==> config.mk <==
export PLATFORM = sky130hd
export DESIGN_NAME = ipcs_master
export DESIGN_NICKNAME = d
export VERILOG_FILES = /design/src/rtl/ipcs_fix_note.sv /design/src/rtl/ipcs_pkg.sv /design/src/rtl/ipcs_master.sv /design/src/rtl/ipcs_sync.sv /design/src/rtl/ipcs_fifo.sv
export SDC_FILE = /design/constraint.sdc
export NUM_CORES = 1
export LEC_CHECK = 0
export ABC_CLOCK_PERIOD_IN_PS = 2050
export BUFFER_PORTS_ARGS = -buffer_cell sky130_fd_sc_hd__buf_2
export CELL_PAD_IN_SITES_DETAIL_PLACEMENT = 1
export CELL_PAD_IN_SITES_GLOBAL_PLACEMENT = 2
export CORE_MARGIN = 3
export CORE_UTILIZATION = 33
export DETAILED_ROUTE_END_ITERATION = 7
export PLACE_DENSITY = 0.85
export SETUP_SLACK_MARGIN = 0.5
export SKIP_CTS_REPAIR_TIMING = 1
export SLEW_MARGIN = 20
export SYNTH_ARGS = -nofsm -noshare
export SYNTH_HDL_FRONTEND = slang
export SYNTH_SLANG_ARGS = --single-unit
==> constraint.sdc <==
create_clock -name CLOCK -period 2.05 [get_ports CLOCK]
set_input_delay 0.1025 -clock CLOCK [delete_from_list [all_inputs] [get_ports CLOCK]]
set_output_delay 0.1025 -clock CLOCK [all_outputs]
set_load 0.005 [all_outputs]
==> src/rtl/ipcs_fix_note.sv <==
`timescale 1ns/10ps
`default_nettype none
`default_nettype wire

==> src/rtl/ipcs_pkg.sv <==
// constants and types for the two-wire pointer-command bus master
// assumes a single system clock; the serial clock is made from it

package ipcs_pkg;

    // ------------------------------------------------------------
    // bus addressing and command codes
    // ------------------------------------------------------------
    localparam logic [6:0] DEFAULT_SLAVE_ADDR = 7'h0D;
    localparam logic RW_WRITE = 1'b0;
    localparam logic RW_READ = 1'b1;
    localparam logic [7:0] CODE_BLOCK_WRITE = 8'hA0;
    localparam logic [7:0] CODE_BLOCK_READ = 8'hA1;
    localparam logic [7:0] CODE_POINTER = 8'hB0;

    // ------------------------------------------------------------
    // timing: one serial bit is four quarters of the serial clock period
    // ------------------------------------------------------------
    localparam int CLK_PERIOD_NS = 8;
    localparam int SCL_PERIOD_NS = 2500;
    localparam int QUARTERS_PER_BIT = 4;
    // least low/high time, so round the quarter up
    localparam int QUARTER_CYC_INT =
        (SCL_PERIOD_NS + QUARTERS_PER_BIT * CLK_PERIOD_NS - 1) /
        (QUARTERS_PER_BIT * CLK_PERIOD_NS);
    localparam logic [7:0] QUARTER_CYC = 8'(QUARTER_CYC_INT);

    // quarter positions inside a bit slot
    localparam logic [1:0] Q_SETUP = 2'h0;
    localparam logic [1:0] Q_RISE = 2'h1;
    localparam logic [1:0] Q_HIGH = 2'h2;
    localparam logic [1:0] Q_FALL = 2'h3;

    // ------------------------------------------------------------
    // data path sizes and reset values
    // ------------------------------------------------------------
    localparam int BYTE_W = 8;
    localparam int BUF_DEPTH = 2;
    localparam int PIN_COUNT = 2;
    localparam logic [2:0] MSB_BIT = 3'h7;
    localparam logic [PIN_COUNT-1:0] PIN_IDLE = 2'h3;

    // ------------------------------------------------------------
    // user operations, byte steps and controller states
    // ------------------------------------------------------------
    typedef enum logic [2:0] {
        OP_WRITE_REG = 3'h0,
        OP_SET_PTR = 3'h1,
        OP_BLOCK_WRITE = 3'h2,
        OP_RECV_BYTE = 3'h3,
        OP_BLOCK_READ = 3'h4
    } ipcs_op_t;

    typedef enum logic [2:0] {
        STEP_ADDR = 3'h0,
        STEP_CMD = 3'h1,
        STEP_ARG = 3'h2,
        STEP_WDATA = 3'h3,
        STEP_RDATA = 3'h4
    } ipcs_step_t;

    // gray along idle, start, load, bit, ack, stop, idle
    typedef enum logic [2:0] {
        ST_IDLE = 3'b000,
        ST_START = 3'b001,
        ST_LOAD = 3'b011,
        ST_BIT = 3'b010,
        ST_ACK = 3'b110,
        ST_STOP = 3'b100
    } ipcs_state_t;

endpackage

==> src/rtl/ipcs_master.sv <==
// bus master for a two-wire slave with pointer, block write and block read commands
// assumes open-drain SCL and SDA resolved outside; SCL is divided from CLOCK

`timescale 1ns/10ps
`default_nettype none

module ipcs_master #(
    parameter logic [6:0] SLAVE_ADDR = ipcs_pkg::DEFAULT_SLAVE_ADDR,
    parameter logic [7:0] QUARTER_CYC = ipcs_pkg::QUARTER_CYC,
    parameter int BUF_DEPTH = ipcs_pkg::BUF_DEPTH
) (
    // clock and reset
    input wire logic CLOCK,
    input wire logic RESET_N,
    // command request
    input wire logic CMD_VALID,
    output logic CMD_READY,
    input wire ipcs_pkg::ipcs_op_t CMD_OP,
    input wire logic [7:0] CMD_REG,
    input wire logic [7:0] CMD_COUNT,
    // write data stream
    input wire logic WR_VALID,
    output logic WR_READY,
    input wire logic [7:0] WR_DATA,
    // read data stream
    output logic RD_VALID,
    input wire logic RD_READY,
    output logic [7:0] RD_DATA,
    // status
    output logic BUSY,
    output logic DONE,
    output logic NACK,
    output logic REFUSED,
    // serial clock pin
    input wire logic SCL_I,
    output logic SCL_O,
    output logic SCL_OE_N,
    // serial data pin
    input wire logic SDA_I,
    output logic SDA_O,
    output logic SDA_OE_N
);

    import ipcs_pkg::*;

    // ------------------------------------------------------------
    // controller state
    // ------------------------------------------------------------
    typedef struct packed {
        ipcs_state_t st;
        ipcs_step_t step;
        ipcs_op_t op;
        logic [1:0] qtr;
        logic [7:0] tick;
        logic [2:0] bitn;
        logic [7:0] sh;
        logic [7:0] reg_addr;
        logic [7:0] cnt;
        logic rd_phase;
        logic smp;
        logic scl;
        logic sda;
        logic ptr_set;
        logic done;
        logic nack;
        logic refused;
    } ipcs_ctl_t;

    ipcs_ctl_t q;
    ipcs_ctl_t d;

    logic scl_s;
    logic sda_s;
    logic qend;
    logic rx_mode;
    logic rw_bit;
    logic tx_valid;
    logic tx_pop;
    logic [7:0] tx_data;
    logic rx_push;
    logic rx_ready;
    logic [7:0] cmd_byte;
    logic [7:0] arg_byte;

    // ------------------------------------------------------------
    // pin synchronisers and data buffers
    // ------------------------------------------------------------
    ipcs_sync #(
        .WIDTH(PIN_COUNT),
        .RESET_VAL(PIN_IDLE)
    ) u_sync (
        .clk(CLOCK),
        .reset_n(RESET_N),
        .async_in({SCL_I, SDA_I}),
        .sync_out({scl_s, sda_s})
    );

    // write bytes wait here until the byte engine wants them
    ipcs_fifo #(
        .WIDTH(BYTE_W),
        .DEPTH(BUF_DEPTH)
    ) u_tx_buf (
        .clk(CLOCK),
        .reset_n(RESET_N),
        .in_valid(WR_VALID),
        .in_ready(WR_READY),
        .in_data(WR_DATA),
        .out_valid(tx_valid),
        .out_ready(tx_pop),
        .out_data(tx_data)
    );

    // a full read buffer stalls the bus with SCL low, so no byte is lost
    ipcs_fifo #(
        .WIDTH(BYTE_W),
        .DEPTH(BUF_DEPTH)
    ) u_rx_buf (
        .clk(CLOCK),
        .reset_n(RESET_N),
        .in_valid(rx_push),
        .in_ready(rx_ready),
        .in_data(q.sh),
        .out_valid(RD_VALID),
        .out_ready(RD_READY),
        .out_data(RD_DATA)
    );

    // ------------------------------------------------------------
    // byte selection helpers
    // ------------------------------------------------------------
    assign qend = (q.tick == QUARTER_CYC - 8'h01);
    assign rx_mode = (q.step == STEP_RDATA);
    // read bit on a plain receive and after the repeated start
    assign rw_bit = (q.rd_phase || q.op == OP_RECV_BYTE) ? RW_READ : RW_WRITE;

    // first byte after the write address
    always_comb begin
        case (q.op)
            OP_SET_PTR: cmd_byte = CODE_POINTER;
            OP_BLOCK_WRITE: cmd_byte = CODE_BLOCK_WRITE;
            OP_BLOCK_READ: cmd_byte = CODE_BLOCK_READ;
            default: cmd_byte = q.reg_addr;
        endcase
    end

    // second byte: register address for the pointer, count for blocks
    assign arg_byte = (q.op == OP_SET_PTR) ? q.reg_addr : q.cnt;

    // ------------------------------------------------------------
    // sequencer
    // ------------------------------------------------------------
    always_comb begin
        d = q;
        d.done = 1'b0;
        d.nack = 1'b0;
        d.refused = 1'b0;
        tx_pop = 1'b0;
        rx_push = 1'b0;

        // quarter timer; a released SCL still read low is slave stretching
        if (q.scl && !scl_s) begin
            d.tick = q.tick;
        end else if (qend) begin
            d.tick = 8'h00;
            d.qtr = q.qtr + 2'h1;
        end else begin
            d.tick = q.tick + 8'h01;
        end

        case (q.st)
            ST_IDLE: begin
                d.tick = 8'h00;
                d.qtr = Q_SETUP;
                if (CMD_VALID) begin
                    // block transfers start at the slave pointer, so it must be known
                    if ((CMD_OP == OP_BLOCK_WRITE || CMD_OP == OP_BLOCK_READ) &&
                        !q.ptr_set) begin
                        d.refused = 1'b1;
                    end else begin
                        d.op = CMD_OP;
                        d.reg_addr = CMD_REG;
                        d.cnt = (CMD_OP == OP_RECV_BYTE) ? 8'h01 : CMD_COUNT;
                        d.step = STEP_ADDR;
                        d.rd_phase = 1'b0;
                        d.st = ST_START;
                    end
                end
            end
            ST_START: begin
                // shared by start and repeated start: SDA falls while SCL high
                case (q.qtr)
                    Q_SETUP: d.sda = 1'b1;
                    Q_RISE: d.scl = 1'b1;
                    Q_HIGH: d.sda = 1'b0;
                    default: begin
                        if (qend) begin
                            d.scl = 1'b0;
                            d.st = ST_LOAD;
                        end
                    end
                endcase
            end
            ST_LOAD: begin
                d.tick = 8'h00;
                d.qtr = Q_SETUP;
                d.bitn = MSB_BIT;
                case (q.step)
                    STEP_ADDR: begin
                        d.sh = {SLAVE_ADDR, rw_bit};
                        d.st = ST_BIT;
                    end
                    STEP_CMD: begin
                        d.sh = cmd_byte;
                        d.st = ST_BIT;
                    end
                    STEP_ARG: begin
                        d.sh = arg_byte;
                        d.st = ST_BIT;
                    end
                    STEP_WDATA: begin
                        // SCL stays low until the user supplies the byte
                        if (tx_valid) begin
                            d.sh = tx_data;
                            tx_pop = 1'b1;
                            d.st = ST_BIT;
                        end
                    end
                    default: begin
                        d.sh = 8'h00;
                        d.st = ST_BIT;
                    end
                endcase
            end
            ST_BIT: begin
                // msb first; receive leaves SDA released
                case (q.qtr)
                    Q_SETUP: d.sda = rx_mode ? 1'b1 : q.sh[7];
                    Q_RISE: d.scl = q.scl;
                    Q_HIGH: begin
                        d.scl = 1'b1;
                        if (qend) begin
                            d.smp = sda_s;
                        end
                    end
                    default: begin
                        if (qend) begin
                            d.scl = 1'b0;
                            d.sh = {q.sh[6:0], q.smp};
                            if (q.bitn == 3'h0) begin
                                d.st = ST_ACK;
                            end else begin
                                d.bitn = q.bitn - 3'h1;
                            end
                        end
                    end
                endcase
            end
            ST_ACK: begin
                case (q.qtr)
                    Q_SETUP: begin
                        // master drives ack except on the last byte read
                        d.sda = (rx_mode && q.cnt != 8'h01) ? 1'b0 : 1'b1;
                        if (rx_mode && qend) begin
                            if (rx_ready) begin
                                rx_push = 1'b1;
                            end else begin
                                d.tick = q.tick;
                                d.qtr = q.qtr;
                            end
                        end
                    end
                    Q_RISE: d.scl = q.scl;
                    Q_HIGH: begin
                        d.scl = 1'b1;
                        if (qend) begin
                            d.smp = sda_s;
                        end
                    end
                    default: begin
                        if (qend) begin
                            d.scl = 1'b0;
                            if (rx_mode) begin
                                d.cnt = q.cnt - 8'h01;
                                d.st = (q.cnt == 8'h01) ? ST_STOP : ST_LOAD;
                            end else if (q.smp) begin
                                // no acknowledge from the slave: give up with a stop
                                d.nack = 1'b1;
                                d.st = ST_STOP;
                            end else begin
                                d.st = ST_LOAD;
                                case (q.step)
                                    STEP_ADDR: begin
                                        d.step = (rw_bit == RW_READ) ? STEP_RDATA : STEP_CMD;
                                    end
                                    STEP_CMD: begin
                                        if (q.op == OP_WRITE_REG) begin
                                            d.step = STEP_WDATA;
                                            d.cnt = 8'h01;
                                        end else begin
                                            d.step = STEP_ARG;
                                        end
                                    end
                                    STEP_ARG: begin
                                        if (q.op == OP_SET_PTR) begin
                                            d.ptr_set = 1'b1;
                                            d.st = ST_STOP;
                                        end else if (q.cnt == 8'h00) begin
                                            d.st = ST_STOP;
                                        end else if (q.op == OP_BLOCK_WRITE) begin
                                            d.step = STEP_WDATA;
                                        end else begin
                                            // block read turns round with a repeated start
                                            d.rd_phase = 1'b1;
                                            d.step = STEP_ADDR;
                                            d.st = ST_START;
                                        end
                                    end
                                    default: begin
                                        // exactly the counted bytes, then stop
                                        d.cnt = q.cnt - 8'h01;
                                        if (q.cnt == 8'h01) begin
                                            d.st = ST_STOP;
                                        end
                                    end
                                endcase
                            end
                        end
                    end
                endcase
            end
            default: begin
                // stop: SDA rises while SCL high, last quarter is bus free time
                case (q.qtr)
                    Q_SETUP: d.sda = 1'b0;
                    Q_RISE: d.scl = 1'b1;
                    Q_HIGH: d.sda = 1'b1;
                    default: begin
                        if (qend) begin
                            d.done = 1'b1;
                            d.st = ST_IDLE;
                        end
                    end
                endcase
            end
        endcase
    end

    // ------------------------------------------------------------
    // state register
    // ------------------------------------------------------------
    always_ff @(posedge CLOCK) begin
        if (!RESET_N) begin
            q <= '{st: ST_IDLE, step: STEP_ADDR, op: OP_WRITE_REG,
                   qtr: 2'h0, tick: 8'h00, bitn: 3'h0, sh: 8'h00,
                   reg_addr: 8'h00, cnt: 8'h00, rd_phase: 1'b0, smp: 1'b1,
                   scl: 1'b1, sda: 1'b1, ptr_set: 1'b0, done: 1'b0,
                   nack: 1'b0, refused: 1'b0};
        end else begin
            q <= d;
        end
    end

    // ------------------------------------------------------------
    // outputs
    // ------------------------------------------------------------
    // open drain: pin is pulled low only while its enable is low
    assign SCL_O = 1'b0;
    assign SDA_O = 1'b0;
    assign SCL_OE_N = q.scl;
    assign SDA_OE_N = q.sda;
    assign CMD_READY = (q.st == ST_IDLE);
    assign BUSY = (q.st != ST_IDLE);
    assign DONE = q.done;
    assign NACK = q.nack;
    assign REFUSED = q.refused;

endmodule

`default_nettype wire

==> src/rtl/ipcs_sync.sv <==
// three-stage synchroniser for pin inputs with agree filter
// assumes inputs are asynchronous to CLOCK; reset is synchronous active low

`timescale 1ns/10ps
`default_nettype none

module ipcs_sync #(
    parameter int WIDTH = 2,
    parameter logic [WIDTH-1:0] RESET_VAL = '1
) (
    // clock and reset
    input wire logic clk,
    input wire logic reset_n,
    // asynchronous in, filtered out
    input wire logic [WIDTH-1:0] async_in,
    output logic [WIDTH-1:0] sync_out
);

    typedef struct packed {
        logic [WIDTH-1:0] s1;
        logic [WIDTH-1:0] s2;
        logic [WIDTH-1:0] s3;
        logic [WIDTH-1:0] o;
    } ipcs_sync_t;

    ipcs_sync_t q;
    ipcs_sync_t d;

    // ------------------------------------------------------------
    // next state
    // ------------------------------------------------------------
    // s1 feeds only s2; output moves when s2 and s3 agree
    always_comb begin
        d = q;
        d.s1 = async_in;
        d.s2 = q.s1;
        d.s3 = q.s2;
        d.o = (q.s2 & q.s3) | (q.o & (q.s2 | q.s3));
    end

    always_ff @(posedge clk) begin
        if (!reset_n) begin
            q <= {4{RESET_VAL}};
        end else begin
            q <= d;
        end
    end

    assign sync_out = q.o;

endmodule

`default_nettype wire

==> src/rtl/ipcs_fifo.sv <==
// small valid/ready buffer, default two entries
// assumes both sides on the same clock; reset is synchronous active low

`timescale 1ns/10ps
`default_nettype none

module ipcs_fifo #(
    parameter int WIDTH = 8,
    parameter int DEPTH = 2
) (
    // clock and reset
    input wire logic clk,
    input wire logic reset_n,
    // filling side
    input wire logic in_valid,
    output logic in_ready,
    input wire logic [WIDTH-1:0] in_data,
    // draining side
    output logic out_valid,
    input wire logic out_ready,
    output logic [WIDTH-1:0] out_data
);

    localparam int AW = (DEPTH > 1) ? $clog2(DEPTH) : 1;
    localparam int CW = $clog2(DEPTH + 1);
    localparam logic [AW-1:0] LAST_PTR = AW'(DEPTH - 1);
    localparam logic [CW-1:0] FULL_CNT = CW'(DEPTH);

    typedef struct packed {
        logic [DEPTH-1:0][WIDTH-1:0] mem;
        logic [AW-1:0] wp;
        logic [AW-1:0] rp;
        logic [CW-1:0] cnt;
    } ipcs_fifo_t;

    ipcs_fifo_t q;
    ipcs_fifo_t d;
    logic push;
    logic pop;

    // honest flags straight from the count
    assign in_ready = (q.cnt != FULL_CNT);
    assign out_valid = (q.cnt != '0);
    assign out_data = q.mem[q.rp];
    assign push = in_valid && in_ready;
    assign pop = out_valid && out_ready;

    // ------------------------------------------------------------
    // pointer and count update
    // ------------------------------------------------------------
    always_comb begin
        d = q;
        if (push) begin
            d.mem[q.wp] = in_data;
            d.wp = (q.wp == LAST_PTR) ? '0 : q.wp + AW'(1);
        end
        if (pop) begin
            d.rp = (q.rp == LAST_PTR) ? '0 : q.rp + AW'(1);
        end
        if (push && !pop) begin
            d.cnt = q.cnt + CW'(1);
        end else if (pop && !push) begin
            d.cnt = q.cnt - CW'(1);
        end
    end

    always_ff @(posedge clk) begin
        if (!reset_n) begin
            q <= '0;
        end else begin
            q <= d;
        end
    end

endmodule

`default_nettype wire

==> flow_summary_export.csv, run 1 <==
group,metric,value,unit
worst_setup_path,critPathLaunchType,"flip-flop",
worst_setup_path,path_max_fanout,5,
grt,antenna_found_initial,0,
clocking,cts-root-buf,"clkbuf_16",
clocking,numCtsBuffers,9,
pwr,powerDensity,874,nW/um2
placement,numPortBuffers,50,
drt,firstDrtPassIters,4,
worst_hold_path,min_path_type,"in -> reg",
floorplan,placementRows,46,
yosys,synthFlopType,"dfxtp_1",
finish,multi_input_area,3720,um2
finish,fin_nets,815,
finish,drive_gt1_share,40.9,%
drt,first_iter_violations,242,
yosys,synth.ff_latch_count,102,
worst_setup_path,crit_type,"reg -> reg",
grt,track_usage,17.9,%
drt,wire_per_inst,18.9,um
sta,finalSetupViolations,0,
drt,viasPerCell,5.36,
clocking,clk_latency,360,ps
sta,layout_min_cycle_time,1950,ps
finish,regArea,2100,um2
yosys,synthArstFlopShare,0,%
finish,diodes,0,
clocking,clk_path_buf_depth,2,
floorplan,die_y,134,um
yosys,yosys_warnings,0,
finish,syn_to_final_growth,42.7,%
flow_run,drv_cap,0,
grt,grt_max_degree,46,
finish,stdcell_count,989,
drt,drc,0,
floorplan,pin_count,53,
yosys,ys_types,78,
worst_setup_path,cp_data_arrival_time,2240,ps
clocking,cts_tree,"built",
finish,layout_common_cells,"dfxtp_1, buf_4, nor2_1",
sta,fin_tns_setup,0,ps
grt,grt_pass1_wl,26.2,mm
grt,gr-total-overflow,0,
pwr,ir_drop,451,uV
drt,antenna_left,0,
yosys,yosysSeqAreaShare,37.7,%
sta,worst_pin_slew,827,ps
floorplan,initial_core_util,33.9,%
finish,layout_commonest_cell,"dfxtp_1",
yosys,synth_edf_count,0,
worst_setup_path,cp-end-kind,"flip-flop",
clocking,clock-sinks,102,
finish,fin_util,48.4,%
worst_setup_path,cp.required,2340,ps
sta,finalHoldViolations,6,
clocking,clk_pin_slew,70,ps
sta,slew_headroom,44.5,%
floorplan,dieArea,18000,um2
floorplan,die_x,134,um
outcome,status,"finished, violations left",
sta,rsz0062_at_grt,"true",
clocking,htreeDepth,3,
outcome,violations,"negative hold slack",
sta,finalCritPeriodShare,95.1,%
worst_setup_path,r2r_slack,100,ps
floorplan,core-area,16000,um2
sta,skew,7.65,ps
finish,nFillCells,1869,
yosys,synth_area_per_cell,8.59,um2
placement,placed_cells,897,
sta,slew_viol_final,0,
sta,holdWs,-17.2,ps
drt,wirelength,18.7,mm
placement,gp_congestion,0.844,
pwr,leakagePower,3.15,nW
yosys,syn_inst,631,
grt,grt_pass1_vias,5049,
sta,max_clock_freq,513,MHz
yosys,synth_area,5420,um2
placement,dp_hpwl,12.1,mm
drt,routed-via-count,5299,
## through the flow
stage / worst slack [ps] / cell area, um2 / total power, W
after detailed placement: -49.4 / 6330 / 0.00432
after CTS: -72.4 / 6620 / 0.00601
final: 101 / 7740 / 0.00677
after floorplan: 219 / 5740 / 0.00379
after global routing: -9.34 / 7740 / 0.00711
after global placement: 36.1 / 6330 / 0.00425
## worst max-delay path: stages (launching register included)
cell and delay (ps):
dfxtp_4 390, inv_4 50, ha_4 160, and4b_1 210, nand4_4 130, buf_4 140
o21ai_2 70, buf_6 160, or4_4 420, a21oi_2 140
## synth_stat cells (3+ instances only)
master / n / area, um2
nand3_1: 15 / 75.1
o21a_1: 4 / 30.0
a31oi_1: 11 / 68.8
o32ai_1: 3 / 26.3
nand4_1: 3 / 18.8
or3_1: 7 / 43.8
nand2_1: 59 / 221
xor2_1: 9 / 78.8
o221ai_1: 3 / 26.3
nor2b_1: 7 / 43.8
o211ai_1: 10 / 75.1
nor3_1: 9 / 45.0
xnor2_1: 7 / 61.3
a21o_1: 3 / 22.5
inv_1: 21 / 78.8
clkbuf_1: 24 / 90.1
nand2b_1: 13 / 81.3
o21ai_1: 4 / 20.0
o31ai_1: 6 / 45.0
mux2_2: 11 / 124
nor2_1: 69 / 259
a311oi_1: 3 / 26.3
ha_1: 13 / 163
nor4_1: 5 / 31.3
mux2i_1: 41 / 410
o21ai_0: 27 / 135
a22oi_1: 6 / 45.0
dfxtp_1: 102 / 2040
a21oi_1: 44 / 220
a211oi_1: 5 / 37.5
buf_2: 8 / 40.0
a32oi_1: 3 / 26.3
o211a_1: 3 / 30.0
nor3b_1: 4 / 30.0
and3_1: 3 / 18.8
or3b_2: 4 / 35.0
buf_4: 4 / 30.0
or2_2: 3 / 18.8
## sequential cells by signal, indices dropped and copies added (netlist names)
signal	cells
q	49
u_sync.d	4
DONE	1
u_rx_buf.q	20
u_sync.sync_out	2
u_tx_buf.q	20
NACK	1
REFUSED	1
SDA_OE_N	1
SCL_OE_N	1
u_sync.q	2
## kinds of logic after synthesis
logic type | after synthesis | share of synthesized area [%]
other cells | 1 | 0.0692
simple gates | 228 | 22.1
flops | 102 | 37.7
xor+xnor | 16 | 2.58
buf+inv | 62 | 5.03
mux | 52 | 9.85
compound gates | 157 | 19.7
fa+ha+maj | 13 | 3.00
## area by class of cell
type / count / share of cell area (%)
multi-input cells: 469 / 48.1
clock buffers: 11 / 3.14
inverters: 22 / 1.23
flip-flops and latches: 102 / 27.1
well taps: 216 / 3.49
clock inverters: 5 / 0.566
repair buffers: 164 / 16.3
## per-layer routing
layer / track usage, % / up-vias / share of wire [%]
met3: 3.83 / 30 / 3.1
met5: 0 / - / 0
met1: 23.5 / 2626 / 43
met4: 3.56 / 0 / 2.1
li1: - / 2546 / -
met2: 30.6 / 97 / 52
## report_power, final
group / internal, W / switching [W]
Sequential: 0.00218 / 0.000259
Clock: 0.000871 / 0.000817
Combinational: 0.00127 / 0.00137
## final timing paths
check,cells after the start,start,to
hold reg to reg,1,u_sync.d[4],u_sync.d[2]
setup / recovery,9,q[44],q[43]
setup reg to reg,9,q[44],q[43]
hold / removal,3,CMD_REG[4],q[20]
Note: power is estimated with default switching activity, not from simulation.
==> inputs of run 2 (changes only) <==
ABC_CLOCK_PERIOD_IN_PS = 2200   (was 2050)
CORE_UTILIZATION = 36   (was 33)
PLACE_DENSITY = 0.88   (was 0.85)
clock period = 2.2 ns   (was 2.05 ns; I/O delays follow)
==> run 2 against run 1 <==
- sequential share of layout area increased by 0.13 points
- maximum frequency down 0.72%
- sequential power is 6% lower
- power shrank 2.7%
- global-route usage rose by 2.0 points
- non-clock buffer count fell by 12
- final area down 0.94%
- the flow still finishes with violations (negative hold slack)
==> flow_summary_export.csv, run 2 (synthesized netlist as in run 1, its figures left out) <==
group,metric,value,unit
finish,largest_reg_flops,49,
floorplan,die_y,129,um
clocking,cts_tree,"built",
worst_setup_path,r2r_cells,7,
pwr,combPwrFrac,38.0,%
clocking,cts-root-buf,"clkbuf_16",
pwr,ir_drop,437,uV
floorplan,dieArea,16600,um2
grt,gr-total-overflow,0,
worst_setup_path,timing.rr.end,"u_rx_buf.q[1]",
drt,antenna_left,0,
worst_setup_path,cp_data_arrival_time,2250,ps
drt,wirelength,19.4,mm
grt,grt_pass1_vias,5063,
sta,rsz0062_at_grt,"true",
worst_setup_path,crit_type,"reg -> reg",
drt,wire_per_inst,20.5,um
grt,antenna_found_initial,0,
sta,skew,10.9,ps
clocking,numCtsBuffers,9,
sta,finalHoldViolations,4,
placement,numPortBuffers,50,
finish,diodes,0,
grt,track_usage,19.9,%
pwr,leakagePower,3.14,nW
floorplan,core-area,14600,um2
floorplan,placementRows,44,
finish,fin_nets,804,
finish,drive_gt1_share,39.1,%
clocking,clk_pin_slew,70,ps
drt,viasPerCell,5.67,
finish,stdcell_count,946,
placement,dp_hpwl,12.0,mm
finish,layout_commonest_cell,"dfxtp_1",
pwr,power.internal,0.00426,W
drt,firstDrtPassIters,5,
sta,slew_headroom,41.5,%
drt,drc,0,
worst_setup_path,endpoint,"u_rx_buf.q[1]",
pwr,sw_frac_of_total,35.3,%
floorplan,die_x,129,um
clocking,clock-sinks,102,
sta,layout_min_cycle_time,1960,ps
worst_setup_path,r2r_slack,240,ps
sta,fin_tns_setup,0,ps
pwr,fin_total_pwr,0.00658,W
worst_setup_path,cp.required,2490,ps
floorplan,pin_count,53,
outcome,violations,"negative hold slack",
clocking,htreeDepth,3,
finish,syn_to_final_growth,41.4,%
worst_setup_path,cp-end-kind,"flip-flop",
worst_setup_path,path_max_fanout,5,
flow_run,drv_cap,0,
pwr,power_frac_clock,27.4,%
pwr,powerDensity,859,nW/um2
finish,fin_area,7670,um2
sta,finalCritPeriodShare,89.2,%
finish,top_regs,"q x49, u_rx_buf.q x20, u_tx_buf.q x20",
placement,placed_cell_area,6080,um2
worst_setup_path,critPathLaunchType,"flip-flop",
sta,finalSetupViolations,0,
sta,slew_viol_final,0,
finish,regMostFlops,"q",
worst_setup_path,reg2reg_from,"q[36]",
finish,layout_common_cells,"dfxtp_1, buf_4, nor2_1",
clocking,clk_path_buf_depth,2,
drt,first_iter_violations,278,
placement,placed_cells,861,
drt,routed-via-count,5363,
finish,fin_util,52.3,%
grt,grt_max_degree,47,
sta,max_clock_freq,509,MHz
grt,grt_pass1_wl,26.3,mm
pwr,p_seq_share,34.6,%
floorplan,initial_core_util,37.0,%
clocking,clk_latency,370,ps
pwr,switchingPower,0.00233,W
worst_setup_path,crit_start,"q[36]",
placement,gp_congestion,0.885,
worst_hold_path,min_path_type,"in -> reg",
outcome,status,"finished, violations left",
sta,holdWs,-6.30,ps
sta,worst_pin_slew,871,ps
run 2: critical path, cell delays in order, from the launching register on:
cell and delay, ps:
dfxtp_2 400, ha_4 150, and4b_2 300, nand4_4 160
nor2_4 160, ha_4 220, or3_1 340, a21oi_1 140
run 2: worst min-delay path by stage:
stage | cells after the start | to | from | slack [ps]
final | 3 | u_tx_buf.q[13] | WR_DATA[1] | -6
after global routing | 3 | q[22] | CMD_REG[6] | 3
after CTS | 2 | u_sync.d[5] | SCL_I | -80
after detailed placement | 2 | u_sync.d[5] | SCL_I | 300
after global placement | 2 | u_sync.d[5] | SCL_I | 290
after floorplan | 1 | REFUSED | CMD_OP[0] | 190
run 2: per-layer routing:
layer	global-route usage, %	wire length (um)	part of all wire (%)	up-vias
li1	-	-	-	2514
met1	25.2	7960	41	2677
met2	33.1	10200	53	131
met3	4.23	672	3.5	41
met4	7.84	566	2.9	0
met5	0	0	0	-
run 2: power groups by stage:
| stage | combinational (W) | sequential [W] | clock (W) |
|---|---|---|---|
| final | 0.00250 | 0.00228 | 0.00180 |
| after global routing | 0.00270 | 0.00230 | 0.00191 |
| after CTS | 0.00165 | 0.00223 | 0.00184 |
| after detailed placement | 0.00164 | 0.00227 | 0 |
| after global placement | 0.00158 | 0.00225 | 0 |
| after floorplan | 0.00124 | 0.00216 | 0 |
run 2: stage by stage:
step | hold slack, ps | setup WS (ps)
3_5_place_dp | 302 | 26.6
5_1_grt | 2.72 | 168
2_1_floorplan | 186 | 369
6_report | -6.30 | 237
3_3_place_gp | 293 | 102
4_1_cts | -80.5 | 22.4
run 2: cell type report:
| cell class | instances | area, um2 |
|---|---|---|
| Fill cell | 1648 | 6980 |
| Multi-Input combinational cell | 470 | 3740 |
| Sequential cell | 102 | 2090 |
| Timing Repair Buffer | 152 | 1180 |
| Clock buffer | 10 | 239 |
| Tap cell | 184 | 230 |
| Inverter | 22 | 95.1 |
| Clock inverter | 6 | 93.8 |
